==> config.mk <==
export PLATFORM = sky130hd
export DESIGN_NAME = scd_decoder
export DESIGN_NICKNAME = d
export VERILOG_FILES = /design/src/hw/scd_pkg.sv /design/src/hw/scd_decoder.sv
export SDC_FILE = /design/constraint.sdc
export NUM_CORES = 1
export LEC_CHECK = 0
export BUFFER_PORTS_ARGS = -buffer_cell sky130_fd_sc_hd__clkbuf_2
export CORE_MARGIN = 4
export CORE_UTILIZATION = 59
export DETAILED_ROUTE_END_ITERATION = 6
export PLACE_DENSITY = 0.92
export RECOVER_POWER = 100
export REMOVE_ABC_BUFFERS = 1
export SLEW_MARGIN = 0
export SYNTH_ARGS = -nofsm -noshare
export SYNTH_HDL_FRONTEND = slang
export SYNTH_SLANG_ARGS = --single-unit
==> constraint.sdc <==
create_clock -name MCLK_I -period 3.9 [get_ports MCLK_I]
set_clock_uncertainty 0.2 [all_clocks]
set_input_delay 0.585 -clock MCLK_I [delete_from_list [all_inputs] [get_ports MCLK_I]]
set_output_delay 0.585 -clock MCLK_I [all_outputs]
set_load 0.01 [all_outputs]
==> src/hw/scd_pkg.sv <==
package scd_pkg;

  // ****************************************
  // Geometry
  // ****************************************
  localparam int NBANK = 8;
  localparam int BA_W  = 3;
  localparam int ROW_W = 15;
  localparam int COL_W = 10;
  localparam int DQ_W  = 8;
  localparam int BL8   = 8;
  localparam int BC4   = 4;
  localparam int A_AP  = 10;
  localparam int A_BC  = 12;
  localparam int PA_W  = 8;
  localparam logic [2:0] LAST_BL8 = 3'(BL8 - 1);
  localparam logic [2:0] LAST_BC4 = 3'(BC4 - 1);

  // ****************************************
  // Registers
  // ****************************************
  localparam logic [PA_W-1:0] REG_CTRL = 8'h00;
  localparam logic [PA_W-1:0] REG_STAT = 8'h04;
  localparam logic [PA_W-1:0] REG_LAST = 8'h08;
  localparam int CT_OTF  = 0;
  localparam int CT_BC4  = 1;
  localparam int CT_ILV  = 2;
  localparam logic [2:0] CTRL_RST = 3'h0;
  localparam int ST_OPEN = 0;
  localparam int ST_PWR  = 8;
  localparam int ST_BUSY = 10;
  localparam int ST_ILL  = 11;
  localparam int ST_OVF  = 12;
  localparam int LA_BANK = 4;

  // ****************************************
  // Types
  // ****************************************
  typedef enum logic [3:0] {
    C_NOP = 4'h0, C_ACT = 4'h1, C_RD  = 4'h2, C_WR  = 4'h3,
    C_PRE = 4'h4, C_PREA = 4'h5, C_MRS = 4'h6, C_REF = 4'h7,
    C_SRE = 4'h8, C_SRX = 4'h9, C_PDE = 4'hA, C_PDX = 4'hB,
    C_ZQL = 4'hC, C_ZQS = 4'hD, C_ILL = 4'hE
  } scd_cmd_t;

  typedef enum logic [1:0] {
    P_ON = 2'b00, P_PD = 2'b01, P_SR = 2'b10
  } scd_pwr_t;

endpackage

==> src/hw/scd_decoder.sv <==
// Operation
// - Read: CS low, RAS high, CAS low, WE high, CKE high twice, bank open.
// - Write like read with WE low; A12 low chops to four, high eight.
// - Activate takes bank and row; precharge closes one, A10 high all.
// - Read or write column address is the burst's starting column.
// - A10 on read or write closes the bank after the burst.
// - A12 chop honoured only when on-the-fly enabled; else fixed length.
// - Mode register set only with all banks idle, all strobes low.
// - Power-down entry: idle, CKE high then low, no-op or deselect.
// - Power-down or self-refresh exit: CKE low then high, no-op.
// - During a write burst, beats with mask high stored, low dropped.
// - Previous CKE is the level registered one clock before the command.
// - Bank preconditions apply to the addressed bank; state per bank.
// - Eight banks, each opened and closed on its own.
// - Bursts start at column, eight or four beats, programmed order.
// - One prefetch word of eight beats, two beats per clock.
module scd_decoder #(
  parameter int DEPTH = 2
) (
  input  wire logic                       MCLK_I,
  input  wire logic                       RESETN_I,
  input  wire logic                       CK_I,
  input  wire logic                       CKE_I,
  input  wire logic                       CS_N_I,
  input  wire logic                       RAS_N_I,
  input  wire logic                       CAS_N_I,
  input  wire logic                       WE_N_I,
  input  wire logic [scd_pkg::BA_W-1:0]   BA_I,
  input  wire logic [scd_pkg::ROW_W-1:0]  A_I,
  input  wire logic                       DM_I,
  input  wire logic [scd_pkg::DQ_W-1:0]   DQ_I,
  input  wire logic                       PSEL_I,
  input  wire logic                       PENABLE_I,
  input  wire logic                       PWRITE_I,
  input  wire logic [scd_pkg::PA_W-1:0]   PADDR_I,
  input  wire logic [31:0]                PWDATA_I,
  output logic      [31:0]                PRDATA_O,
  output logic                            PREADY_O,
  output logic                            PSLVERR_O,
  output logic                            CMD_STB_O,
  output logic      [3:0]                 CMD_CODE_O,
  output logic      [scd_pkg::BA_W-1:0]   CMD_BANK_O,
  output logic      [scd_pkg::ROW_W-1:0]  CMD_ADDR_O,
  output logic                            CMD_AP_O,
  output logic                            CMD_BC4_O,
  output logic                            WORD_VALID_O,
  input  wire logic                       WORD_READY_I,
  output logic      [8*scd_pkg::DQ_W-1:0] WORD_DATA_O,
  output logic      [7:0]                 WORD_KEEP_O,
  output logic      [scd_pkg::BA_W-1:0]   WORD_BANK_O,
  output logic      [scd_pkg::ROW_W-1:0]  WORD_ROW_O,
  output logic      [scd_pkg::COL_W-1:0]  WORD_COL_O
);
  import scd_pkg::*;

  localparam int SW = 6 + BA_W + ROW_W + 1 + DQ_W;
  localparam int DW = 8 * DQ_W;
  localparam int EW = BA_W + ROW_W + COL_W + 8 + DW;
  localparam int PW = (DEPTH > 1) ? $clog2(DEPTH) : 1;

  if (DEPTH < 2 || (DEPTH & (DEPTH - 1)) != 0) begin : g_chk
    $error("DEPTH must be a power of two, at least 2");
  end

  // ****************************************
  // Pin synchroniser and clock edges
  // ****************************************
  logic [SW-1:0]      s1_q, s2_q;
  logic               ck_q, ck, cke, cs_n, ras_n, cas_n, we_n, dm;
  logic [BA_W-1:0]    ba;
  logic [ROW_W-1:0]   a;
  logic [DQ_W-1:0]    dq;
  logic               rise, fall;

  // Two stages on every pin, third stage on the clock for edges
  always_ff @(posedge MCLK_I or negedge RESETN_I) begin
    if (!RESETN_I) begin
      s1_q <= '0;
      s2_q <= '0;
      ck_q <= 1'b0;
    end else begin
      s1_q <= {CK_I, CKE_I, CS_N_I, RAS_N_I, CAS_N_I, WE_N_I,
               BA_I, A_I, DM_I, DQ_I};
      s2_q <= s1_q;
      ck_q <= s2_q[SW-1];
    end
  end

  assign {ck, cke, cs_n, ras_n, cas_n, we_n, ba, a, dm, dq} = s2_q;
  assign rise = ck & ~ck_q;
  assign fall = ~ck & ck_q;

  // ****************************************
  // Command decode
  // ****************************************
  logic [NBANK-1:0]   open_q, open_d;
  logic               ckep_q, ckep_d;
  scd_pwr_t           pwr_q, pwr_d;
  scd_cmd_t           code;
  logic               nopdes, idle, bc4_w;
  logic [2:0]         ctrl_q, ctrl_d;

  assign idle = ~|open_q;
  // Chop from A12 only when on-the-fly is enabled
  assign bc4_w = ctrl_q[CT_OTF] ? ~a[A_BC] : ctrl_q[CT_BC4];

  // Truth table on the sampled command lines
  always_comb begin
    code = C_NOP;
    nopdes = cs_n | (ras_n & cas_n & we_n);
    if (pwr_q != P_ON) begin
      if (!ckep_q && cke && nopdes) begin
        code = (pwr_q == P_SR) ? C_SRX : C_PDX;
      end
    end else if (ckep_q && !cke) begin
      if (nopdes && idle) begin
        code = C_PDE;
      end else if (!cs_n && {ras_n, cas_n, we_n} == 3'b001 && idle) begin
        code = C_SRE;
      end else begin
        code = C_ILL;
      end
    end else if (ckep_q && !cs_n) begin
      unique case ({ras_n, cas_n, we_n})
        3'b111: code = C_NOP;
        3'b011: code = open_q[ba] ? C_ILL : C_ACT;
        3'b010: code = a[A_AP] ? C_PREA : C_PRE;
        3'b101: code = open_q[ba] ? C_RD : C_ILL;
        3'b100: code = open_q[ba] ? C_WR : C_ILL;
        3'b000: code = idle ? C_MRS : C_ILL;
        3'b001: code = idle ? C_REF : C_ILL;
        3'b110: code = !idle ? C_ILL : (a[A_AP] ? C_ZQL : C_ZQS);
      endcase
    end
  end

  // ****************************************
  // Bank, power and command report
  // ****************************************
  logic [NBANK-1:0][ROW_W-1:0] row_q, row_d;
  logic               stb_q, stb_d, cap_q, cap_d, cbc_q, cbc_d;
  logic [3:0]         cc_q, cc_d;
  logic [BA_W-1:0]    cb_q, cb_d;
  logic [ROW_W-1:0]   ca_q, ca_d;
  logic               ill_q, ill_d, ovf_q, ovf_d, w_stat, done;
  logic               ap_q;
  logic [BA_W-1:0]    b_q;

  // Bank table update on each rising link clock edge; auto-precharge close on the last beat's fall
  always_comb begin
    open_d = open_q;
    row_d = row_q;
    pwr_d = pwr_q;
    ckep_d = ckep_q;
    stb_d = 1'b0;
    cc_d = cc_q;
    cb_d = cb_q;
    ca_d = ca_q;
    cap_d = cap_q;
    cbc_d = cbc_q;
    ill_d = ill_q & ~(w_stat & PWDATA_I[ST_ILL]);
    if (rise) begin
      ckep_d = cke;
      if (code != C_NOP) begin
        stb_d = 1'b1;
        cc_d = code;
        cb_d = ba;
        ca_d = a;
        cap_d = a[A_AP];
        cbc_d = bc4_w;
      end
      if (code == C_ACT) begin
        open_d[ba] = 1'b1;
        row_d[ba] = a;
      end
      if (code == C_PRE) open_d[ba] = 1'b0;
      if (code == C_PREA) open_d = '0;
      if (code == C_PDE) pwr_d = P_PD;
      if (code == C_SRE) pwr_d = P_SR;
      if (code == C_PDX || code == C_SRX) pwr_d = P_ON;
      if (code == C_ILL) ill_d = 1'b1;
    end
    if (done && ap_q) open_d[b_q] = 1'b0;
  end

  always_ff @(posedge MCLK_I or negedge RESETN_I) begin
    if (!RESETN_I) begin
      open_q <= '0;
      row_q <= '0;
      pwr_q <= P_ON;
      ckep_q <= 1'b0;
      stb_q <= 1'b0;
      cc_q <= 4'h0;
      cb_q <= '0;
      ca_q <= '0;
      cap_q <= 1'b0;
      cbc_q <= 1'b0;
      ill_q <= 1'b0;
    end else begin
      open_q <= open_d;
      row_q <= row_d;
      pwr_q <= pwr_d;
      ckep_q <= ckep_d;
      stb_q <= stb_d;
      cc_q <= cc_d;
      cb_q <= cb_d;
      ca_q <= ca_d;
      cap_q <= cap_d;
      cbc_q <= cbc_d;
      ill_q <= ill_d;
    end
  end

  // ****************************************
  // Burst engine and prefetch word
  // ****************************************
  logic               arm_q, arm_d, busy_q, busy_d, wr_q, wr_d, ap_d, cap;
  logic [2:0]         idx_q, idx_d, last_q, last_d, lane;
  logic [COL_W-1:0]   col_q, col_d;
  logic [BA_W-1:0]    b_d;
  logic [DW-1:0]      dat_q, dat_d, wdat;
  logic [7:0]         keep_q, keep_d, wkeep;

  // Beat position in the word for the programmed order
  function automatic logic [2:0] lane_f(logic [2:0] c, logic [2:0] i,
                                        logic ilv);
    lane_f = ilv ? (c ^ i) : {c[2] ^ i[2], 2'(c[1:0] + i[1:0])};
  endfunction

  assign cap = (rise & arm_q) | ((rise | fall) & busy_q);
  assign lane = lane_f(col_q[2:0], idx_q, ctrl_q[CT_ILV]);

  // One beat on each link clock half from the rise after the command
  always_comb begin
    arm_d = arm_q;
    busy_d = busy_q;
    idx_d = idx_q;
    last_d = last_q;
    wr_d = wr_q;
    col_d = col_q;
    b_d = b_q;
    ap_d = ap_q;
    wdat = dat_q;
    wkeep = keep_q;
    done = 1'b0;
    if (cap) begin
      arm_d = 1'b0;
      busy_d = 1'b1;
      if (wr_q && dm) begin
        wdat[lane*DQ_W +: DQ_W] = dq;
        wkeep[lane] = 1'b1;
      end
      idx_d = 3'(idx_q + 3'h1);
      if (idx_q == last_q) begin
        done = 1'b1;
        busy_d = 1'b0;
      end
    end
    dat_d = wdat;
    keep_d = wkeep;
    if (rise && (code == C_RD || code == C_WR)) begin
      arm_d = 1'b1;
      busy_d = 1'b0;
      idx_d = 3'h0;
      last_d = bc4_w ? LAST_BC4 : LAST_BL8;
      wr_d = (code == C_WR);
      col_d = a[COL_W-1:0];
      b_d = ba;
      ap_d = a[A_AP];
      dat_d = '0;
      keep_d = '0;
    end
  end

  always_ff @(posedge MCLK_I or negedge RESETN_I) begin
    if (!RESETN_I) begin
      arm_q <= 1'b0;
      busy_q <= 1'b0;
      idx_q <= 3'h0;
      last_q <= LAST_BL8;
      wr_q <= 1'b0;
      col_q <= '0;
      b_q <= '0;
      ap_q <= 1'b0;
      dat_q <= '0;
      keep_q <= 8'h00;
    end else begin
      arm_q <= arm_d;
      busy_q <= busy_d;
      idx_q <= idx_d;
      last_q <= last_d;
      wr_q <= wr_d;
      col_q <= col_d;
      b_q <= b_d;
      ap_q <= ap_d;
      dat_q <= dat_d;
      keep_q <= keep_d;
    end
  end

  // ****************************************
  // Word buffer
  // ****************************************
  logic [DEPTH-1:0][EW-1:0] mem_q;
  logic [PW-1:0]      wp_q, wp_d, rp_q, rp_d;
  logic [PW:0]        cnt_q, cnt_d;
  logic               push, full, pop;

  assign push = done & wr_q;
  assign full = (cnt_q == (PW+1)'(DEPTH));
  assign pop = (cnt_q != '0) & WORD_READY_I;

  // Pointers; a word arriving on a full buffer is counted as lost
  always_comb begin
    wp_d = wp_q;
    rp_d = rp_q;
    cnt_d = cnt_q;
    ovf_d = (ovf_q & ~(w_stat & PWDATA_I[ST_OVF])) | (push & full);
    if (push && !full) wp_d = PW'(wp_q + 1'b1);
    if (pop) rp_d = PW'(rp_q + 1'b1);
    if ((push && !full) && !pop) cnt_d = (PW+1)'(cnt_q + 1'b1);
    if (!(push && !full) && pop) cnt_d = (PW+1)'(cnt_q - 1'b1);
  end

  always_ff @(posedge MCLK_I or negedge RESETN_I) begin
    if (!RESETN_I) begin
      mem_q <= '0;
      wp_q <= '0;
      rp_q <= '0;
      cnt_q <= '0;
      ovf_q <= 1'b0;
    end else begin
      if (push && !full) mem_q[wp_q] <= {b_q, row_q[b_q], col_q, wkeep, wdat};
      wp_q <= wp_d;
      rp_q <= rp_d;
      cnt_q <= cnt_d;
      ovf_q <= ovf_d;
    end
  end

  assign WORD_VALID_O = (cnt_q != '0);
  assign {WORD_BANK_O, WORD_ROW_O, WORD_COL_O, WORD_KEEP_O, WORD_DATA_O} =
         mem_q[rp_q];

  // ****************************************
  // APB slave
  // ****************************************
  logic [31:0]        prd_q, prd_d;
  logic               hit, setup, acc;

  assign setup = PSEL_I & ~PENABLE_I;
  assign acc = PSEL_I & PENABLE_I;
  assign hit = (PADDR_I == REG_CTRL) | (PADDR_I == REG_STAT) |
               (PADDR_I == REG_LAST);
  assign w_stat = acc & PWRITE_I & (PADDR_I == REG_STAT);

  // Read data latched in the setup cycle, writes land in access
  always_comb begin
    prd_d = prd_q;
    ctrl_d = ctrl_q;
    if (setup) begin
      prd_d = 32'h0;
      if (PADDR_I == REG_CTRL) prd_d = 32'(ctrl_q);
      if (PADDR_I == REG_STAT) begin
        prd_d = 32'({ovf_q, ill_q, busy_q | arm_q, pwr_q, open_q});
      end
      if (PADDR_I == REG_LAST) prd_d = 32'({cb_q, cc_q});
    end
    if (acc && PWRITE_I && PADDR_I == REG_CTRL) ctrl_d = PWDATA_I[2:0];
  end

  always_ff @(posedge MCLK_I or negedge RESETN_I) begin
    if (!RESETN_I) begin
      prd_q <= 32'h0;
      ctrl_q <= CTRL_RST;
    end else begin
      prd_q <= prd_d;
      ctrl_q <= ctrl_d;
    end
  end

  assign PRDATA_O = prd_q;
  assign PREADY_O = 1'b1;
  assign PSLVERR_O = acc & ~hit;
  assign CMD_STB_O = stb_q;
  assign CMD_CODE_O = cc_q;
  assign CMD_BANK_O = cb_q;
  assign CMD_ADDR_O = ca_q;
  assign CMD_AP_O = cap_q;
  assign CMD_BC4_O = cbc_q;
endmodule

-- After elaboration in Yosys (flattened, before gate mapping)
Cells that the tools add are included.
- flip-flop bits (word level): 559
- output and inout bits: 160
- word-level logic and storage cells: 230
- bits of input ports: 79
- eq/ne operators: 22
- reductions and logical operators: 40
- magnitude comparators: 9
- mux-type cells: 71
- $add $sub $neg: 7
- shift-type cells: 2
- bitwise operators: 40
- operator list (kind ; count):
    $mux W100 ; 3
    $bwmux W200 ; 1
    $mux W64 ; 3
    $bwmux W120 ; 1
    $demux W100 S1 ; 1
    $mux W8 ; 9
    $bwmux W64 ; 1
    $shift A8 B34 Y64 const A ; 1
    $shiftx A8 B34 Y64 ; 1
    $bmux W15 S3 ; 1
    $demux W15 S3 ; 1
    $mux W4 ; 9
    $neg A6 Y34 ; 1
    $mux W32 ; 1
    $pmux W4 S8 ; 1
    $mux W15 ; 2
    $mux W3 ; 7
    $eq A4 B4 Y1 const B ; 5
    $logic_and A1 B1 Y1 ; 19
    $and A1 B1 Y1 ; 18
    $mux W1 ; 18
    $and A8 B8 Y8 ; 2
    $not A8 Y8 ; 2
    $or A8 B8 Y8 ; 2
    other kinds (36) ; 81

-- Logic depth before layout (Yosys ltp)
- depth after elaboration: 16
- gate-level depth with buffers: 12
- gate-level depth less buffers: 10

-- Worst setup path before layout
Ideal clock, no wire load.
- path kind: register to register
- start: register pwr_q[1]
- end: register ap_q
- cell stages (with the launch flop): 10
- buffers on the path: 2
- clock period less this slack: 2986 ps
- library setup time: 128 ps
- arrival time: 2658 ps
- setup slack: 914 ps
- required time: 3572 ps
- path through: dfrtp_1 -> or3b_1 -> clkbuf_2 -> or2_1 -> or4_4 -> nand3_2 -> nand2_1 -> nor3_2 -> buf_4 -> mux2_1
- word-level cells in the longest chain between the ends: 7
- elaborated cells between the ends (all ways): 9
- classes of those cells: eq/ne (3); mux (3); reduce/logical (3)
- ends and longest elaborated chain (what ; RTL line ; RTL):
    start: declaration ; scd_decoder.sv:98 ; scd_pwr_t pwr_q, pwr_d;
    start signal: assignment ; scd_decoder.sv:202 ; pwr_q <= pwr_d;
    $eq A2 B2 Y1 ; scd_decoder.sv:113 ; code = (pwr_q == P_SR) ? C_SRX : C_PDX;
    $mux W2 ; scd_decoder.sv:113 ;
    $mux W4 ; scd_decoder.sv:112 ; if (!ckep_q && cke && nopdes) begin
    $mux W4 * ; scd_decoder.sv:111 ; if (pwr_q != P_ON) begin
    $eq A4 B2 Y1 ; scd_decoder.sv:261 ; if (rise && (code == C_RD || code == C_WR)) begin
    $logic_or A1 B1 Y1 * ; scd_decoder.sv:261 ;
    $logic_and A1 B1 Y1 * ; scd_decoder.sv:261 ;
    end signal: assignment ; scd_decoder.sv:295 ; ap_q <= ap_d;
    end: declaration ; scd_decoder.sv:146 ; logic ap_q;
Mark *: on every way between the ends. The rest lies on a longest branch, timed or not.
A chain may end at the register's enable or synchronous reset.

-- Worst setup path after layout
- start: register s2_q[24]
- end: register row_q[104] in the netlist's numbering
- word-level cells in the longest chain between the ends: 9
- elaborated cells between the ends (all ways): 17
- classes of those cells: order compare (2); eq/ne (1); mux (12); reduce/logical (2)
- ends and longest elaborated chain (what ; RTL line ; RTL):
    start: declaration ; scd_decoder.sv:68 ; logic [SW-1:0] s1_q, s2_q;
    start signal: assignment ; scd_decoder.sv:84 ; s2_q <= s1_q;
    $bmux W1 S3 ; scd_decoder.sv:126, scd_decoder.sv:128, scd_decoder.sv:129 ;
    $mux W1 (implied by the code) ; scd_decoder.sv:126, scd_decoder.sv:128, scd_decoder.sv:129 ;
    $mux W4 (on tied branches) ; scd_decoder.sv:129, scd_decoder.sv:126, scd_decoder.sv:128 ;
    $pmux W4 S8 ; scd_decoder.sv:124 ; unique case ({ras_n, cas_n, we_n})
    $mux W4 ; scd_decoder.sv:123 ; end else if (ckep_q && !cs_n) begin
    $mux W4 ; scd_decoder.sv:115 ; end else if (ckep_q && !cke) begin
    $mux W4 ; scd_decoder.sv:111 ;
    $eq A4 B1 Y1 ; scd_decoder.sv:172 ; if (code == C_ACT) begin
    $reduce_and A2 Y1 (no line) ; n/a ;
    end signal: assignment ; scd_decoder.sv:201 ; row_q <= row_d;
    end: declaration ; scd_decoder.sv:140 ; logic [NBANK-1:0][ROW_W-1:0] row_q, row_d;
Several ways; a longest one is shown, not always the timed one. The select of a mux whose other input is x is not followed.

==> impl_metrics.tcl <==
set metrics [dict create \
    cts_root_buffer "clkbuf_16" \
    die_w_um 203 \
    final_nets 2036 \
    die_height_um 203 \
    cp-start-kind "register" \
    synth_warnings 0 \
    final_core_util 0.687 \
    synth-edff-count 0 \
    netlist_top_cells_area "dfrtp_1 (60%), mux2_2 (15%), nor2_1 (3.1%)" \
    syn_area_sq_um 22500 \
    netlist_instances 1744 \
    diodes 0 \
    relSlewSlack -0.267 \
    outcome "complete, but fails checks" \
    vias 14542 \
    period_share 0.914 \
    critPathTopFamily "buffers and inverters" \
    grt_pass1_wl_um 84500 \
    rsz0062_at_grt "false" \
    layout_setup_ws_ns 0.334 \
    start_util 0.598 \
    slew_viol_final 112 \
    grt_pass1_vias 15566 \
    total_power_mw 14.6 \
    setup_tns_ns 0 \
    yosys.area.top_type "dfrtp_1" \
    die_area_sq_um 41200 \
    tightest_slew_ns 1.90 \
    slowest_stage "clkbuf_1" \
    drt-initial-drc-count 835 \
    irDropWorstVdd_uv 460 \
    first_pass_iters 5 \
    fin_area_sq_um 25800 \
    cts_buffers 52 \
    drt-total-wl_um 52100 \
    synth_top_area_frac 0.597 \
    pin_count 239 \
    dp_hpwl_um 32600 \
    cellPowerDensity_nw_per_um2 567 \
    row_count 71 \
    layout-drive-gt1-share 0.257 \
    seq_area_frac_synth 0.598 \
    cts.htree.levels 2 \
    finalHoldViolCount 0 \
    dpl_cell_area_sq_um 24000 \
    port-buffer-count 191 \
    ys_types 62 \
    clkSinkCount 537 \
    antenna_found_initial 0 \
    final-setup-viol-count 0 \
    syn_avg_cell_area_sq_um 12.9 \
    violations "capacitance limit, slew limit" \
    ys_ff_latch 537 \
    cpPeakStageDelay_ns 0.91 \
    path_max_fanout 15 \
    final_antenna_net_count 0 \
    yosysMostFrequentCell "dfrtp_1" \
    worstHoldPathType "input port to register" \
    grt_max_degree 106 \
    gr-usage-all-layers 0.256 \
    crit_arrival_ns 3.85 \
    crit_path_end_kind "register" \
    gp_congestion 0.854 \
    vias_per_cell 5.81 \
    drc 0 \
    fmax_mhz 280 \
    fp.coreArea_sq_um 37600 \
    syn_to_final_growth_pct 15.0 \
    worstPathCellList "mux2_2 -> o22ai_1 -> o21a_1 -> nand3_1 -> nor2_1 -> clkbuf_1 -> mux2_2" \
    p_leak_nw 12.9 \
    maxCapViolations 3 \
    synthTopCellsByCount "dfrtp_1 (536), mux2_2 (306), nor2_1 (183)" \
    pre_cts_slack_ns 0.559 \
    crit_type "register to register" \
    routedWlPerCell_um 20.8 \
    cts.clk_slew.worst_paths_ns 0.06 \
    clockBufferDepth 3 \
    cts_tree "built" \
    worstPathRequired_ns 4.19 \
    critical_path_buf_inv_count 1 \
    clk_latency_ns 0.60 \
    async_reset_ff_frac 1.00 \
    period_needed_ns 3.57 \
    grt-ovfl-total 0 \
    synth_ff_type "dfrtp_1" \
    post_cts_resized 0 \
    path_common_cell "mux2_2" \
]
-- worst paths after layout --
| path | startpoint | end | slack (ns) | depth (start not counted) |
|---|---|---|---|---|
| min reg2reg | s1_q[16] | s2_q[16] | 0.14 | 0 |
| max | s2_q[24] | row_q[104] | 0.33 | 7 |
| min | PWDATA_I[0] | ctrl_q[0] | 0.03 | 2 |
| min in group asynchronous | RESETN_I | ctrl_q[2] | 0.44 | 2 |
| max in group asynchronous | RESETN_I | mem_q[58] | 0.67 | 3 |
| max reg2reg | s2_q[24] | row_q[104] | 0.33 | 7 |
-- stage by stage --
step / std cells / hold WS, ns
6_report: 2502 / 0.0332
5_1_grt: 2502 / 0.0311
4_1_cts: 2502 / 0.00134
3_5_place_dp: 2374 / 0.135
3_3_place_gp: 2374 / 0.131
2_1_floorplan: 1632 / 0.0894
-- metal layers --
| metal | share of wire | GRT usage | vias up |
|---|---|---|---|
| met2 | 0.52 | 0.445 | 468 |
| met5 | 0 | 0 | - |
| met3 | 0.057 | 0.0452 | 102 |
| met1 | 0.39 | 0.327 | 7496 |
| li1 | - | - | 6476 |
| met4 | 0.030 | 0.0903 | 0 |
-- cells in the final DEF (no fill, tap or decap), types with 5 or more instances in the layout --
cell           synthesis  routed
dfrtp_1              536     534
mux2_2               306     267
nor2_1               183     182
clkbuf_1              64     128
nand2_1              119     119
clkbuf_2               3      93
a21oi_1               88      88
o21ai_0               81      81
mux2_1                28      67
mux2i_1               63      63
clkbuf_16              0      54
dlygate4sd3_1          0      34
mux4_2                30      30
and2_1                20      20
conb_1                 2      20
nand3_1               16      16
clkbuf_8               0      13
nand2b_1              11      11
buf_4                 33      10
xnor2_1                8       8
clkinv_2               0       8
nor2b_1                7       7
nor3_1                 6       7
o22ai_1                6       7
a221oi_1               7       7
nor4_1                 6       6
nor3b_1                6       6
o41ai_1                6       6
a211oi_1               6       6
ha_1                   6       6
bufinv_16              0       6
buf_12                 0       6
inv_1                  5       5
o211ai_1               5       5
nand3b_1               5       5
-- where the power goes --
group / switching [mW] / leakage, nW / internal [mW]
Clock: 2.13 / 0.897 / 3.17
Sequential: 0.591 / 7.23 / 6.10
Combinational: 1.49 / 4.74 / 1.14
Total: 4.21 / 12.9 / 10.4
-- kinds of logic after synthesis --
kind of cell             synth area share
flip-flops                          0.598
multiplexers                        0.226
AND/OR/NAND/NOR                    0.0796
AO/OA/AOI/OAI                      0.0584
buffers and inverters              0.0295
XOR/XNOR                          0.00468
adder cells (fa/ha/maj)           0.00334
other                            0.000334
-- registers in the layout (all words and copies together) (netlist names), 4 cells and up --
signal and count:
CMD_ADDR_O 15, s2_q 33, col_q 10, open_q 8, s1_q 33, keep_q 8, row_q 120, mem_q 200
PRDATA_O 13, dat_q 64, CMD_CODE_O 4
-- cell type report --
type	instances	area, sq um
clock buffer	76	1560
timing repair buffer	265	1480
inverter	5	18.8
tap	511	639
clock inverter	18	260
sequential	537	13400
multi-input combinational	1090	8420
fill	2560	11800
-- repair_timing --
item                      4_1_cts  5_1_grt
setup buffers                   0        0
hold buffers                   34        0
hold endpoints to repair      131        0
Power figures use the tool's default switching activity.
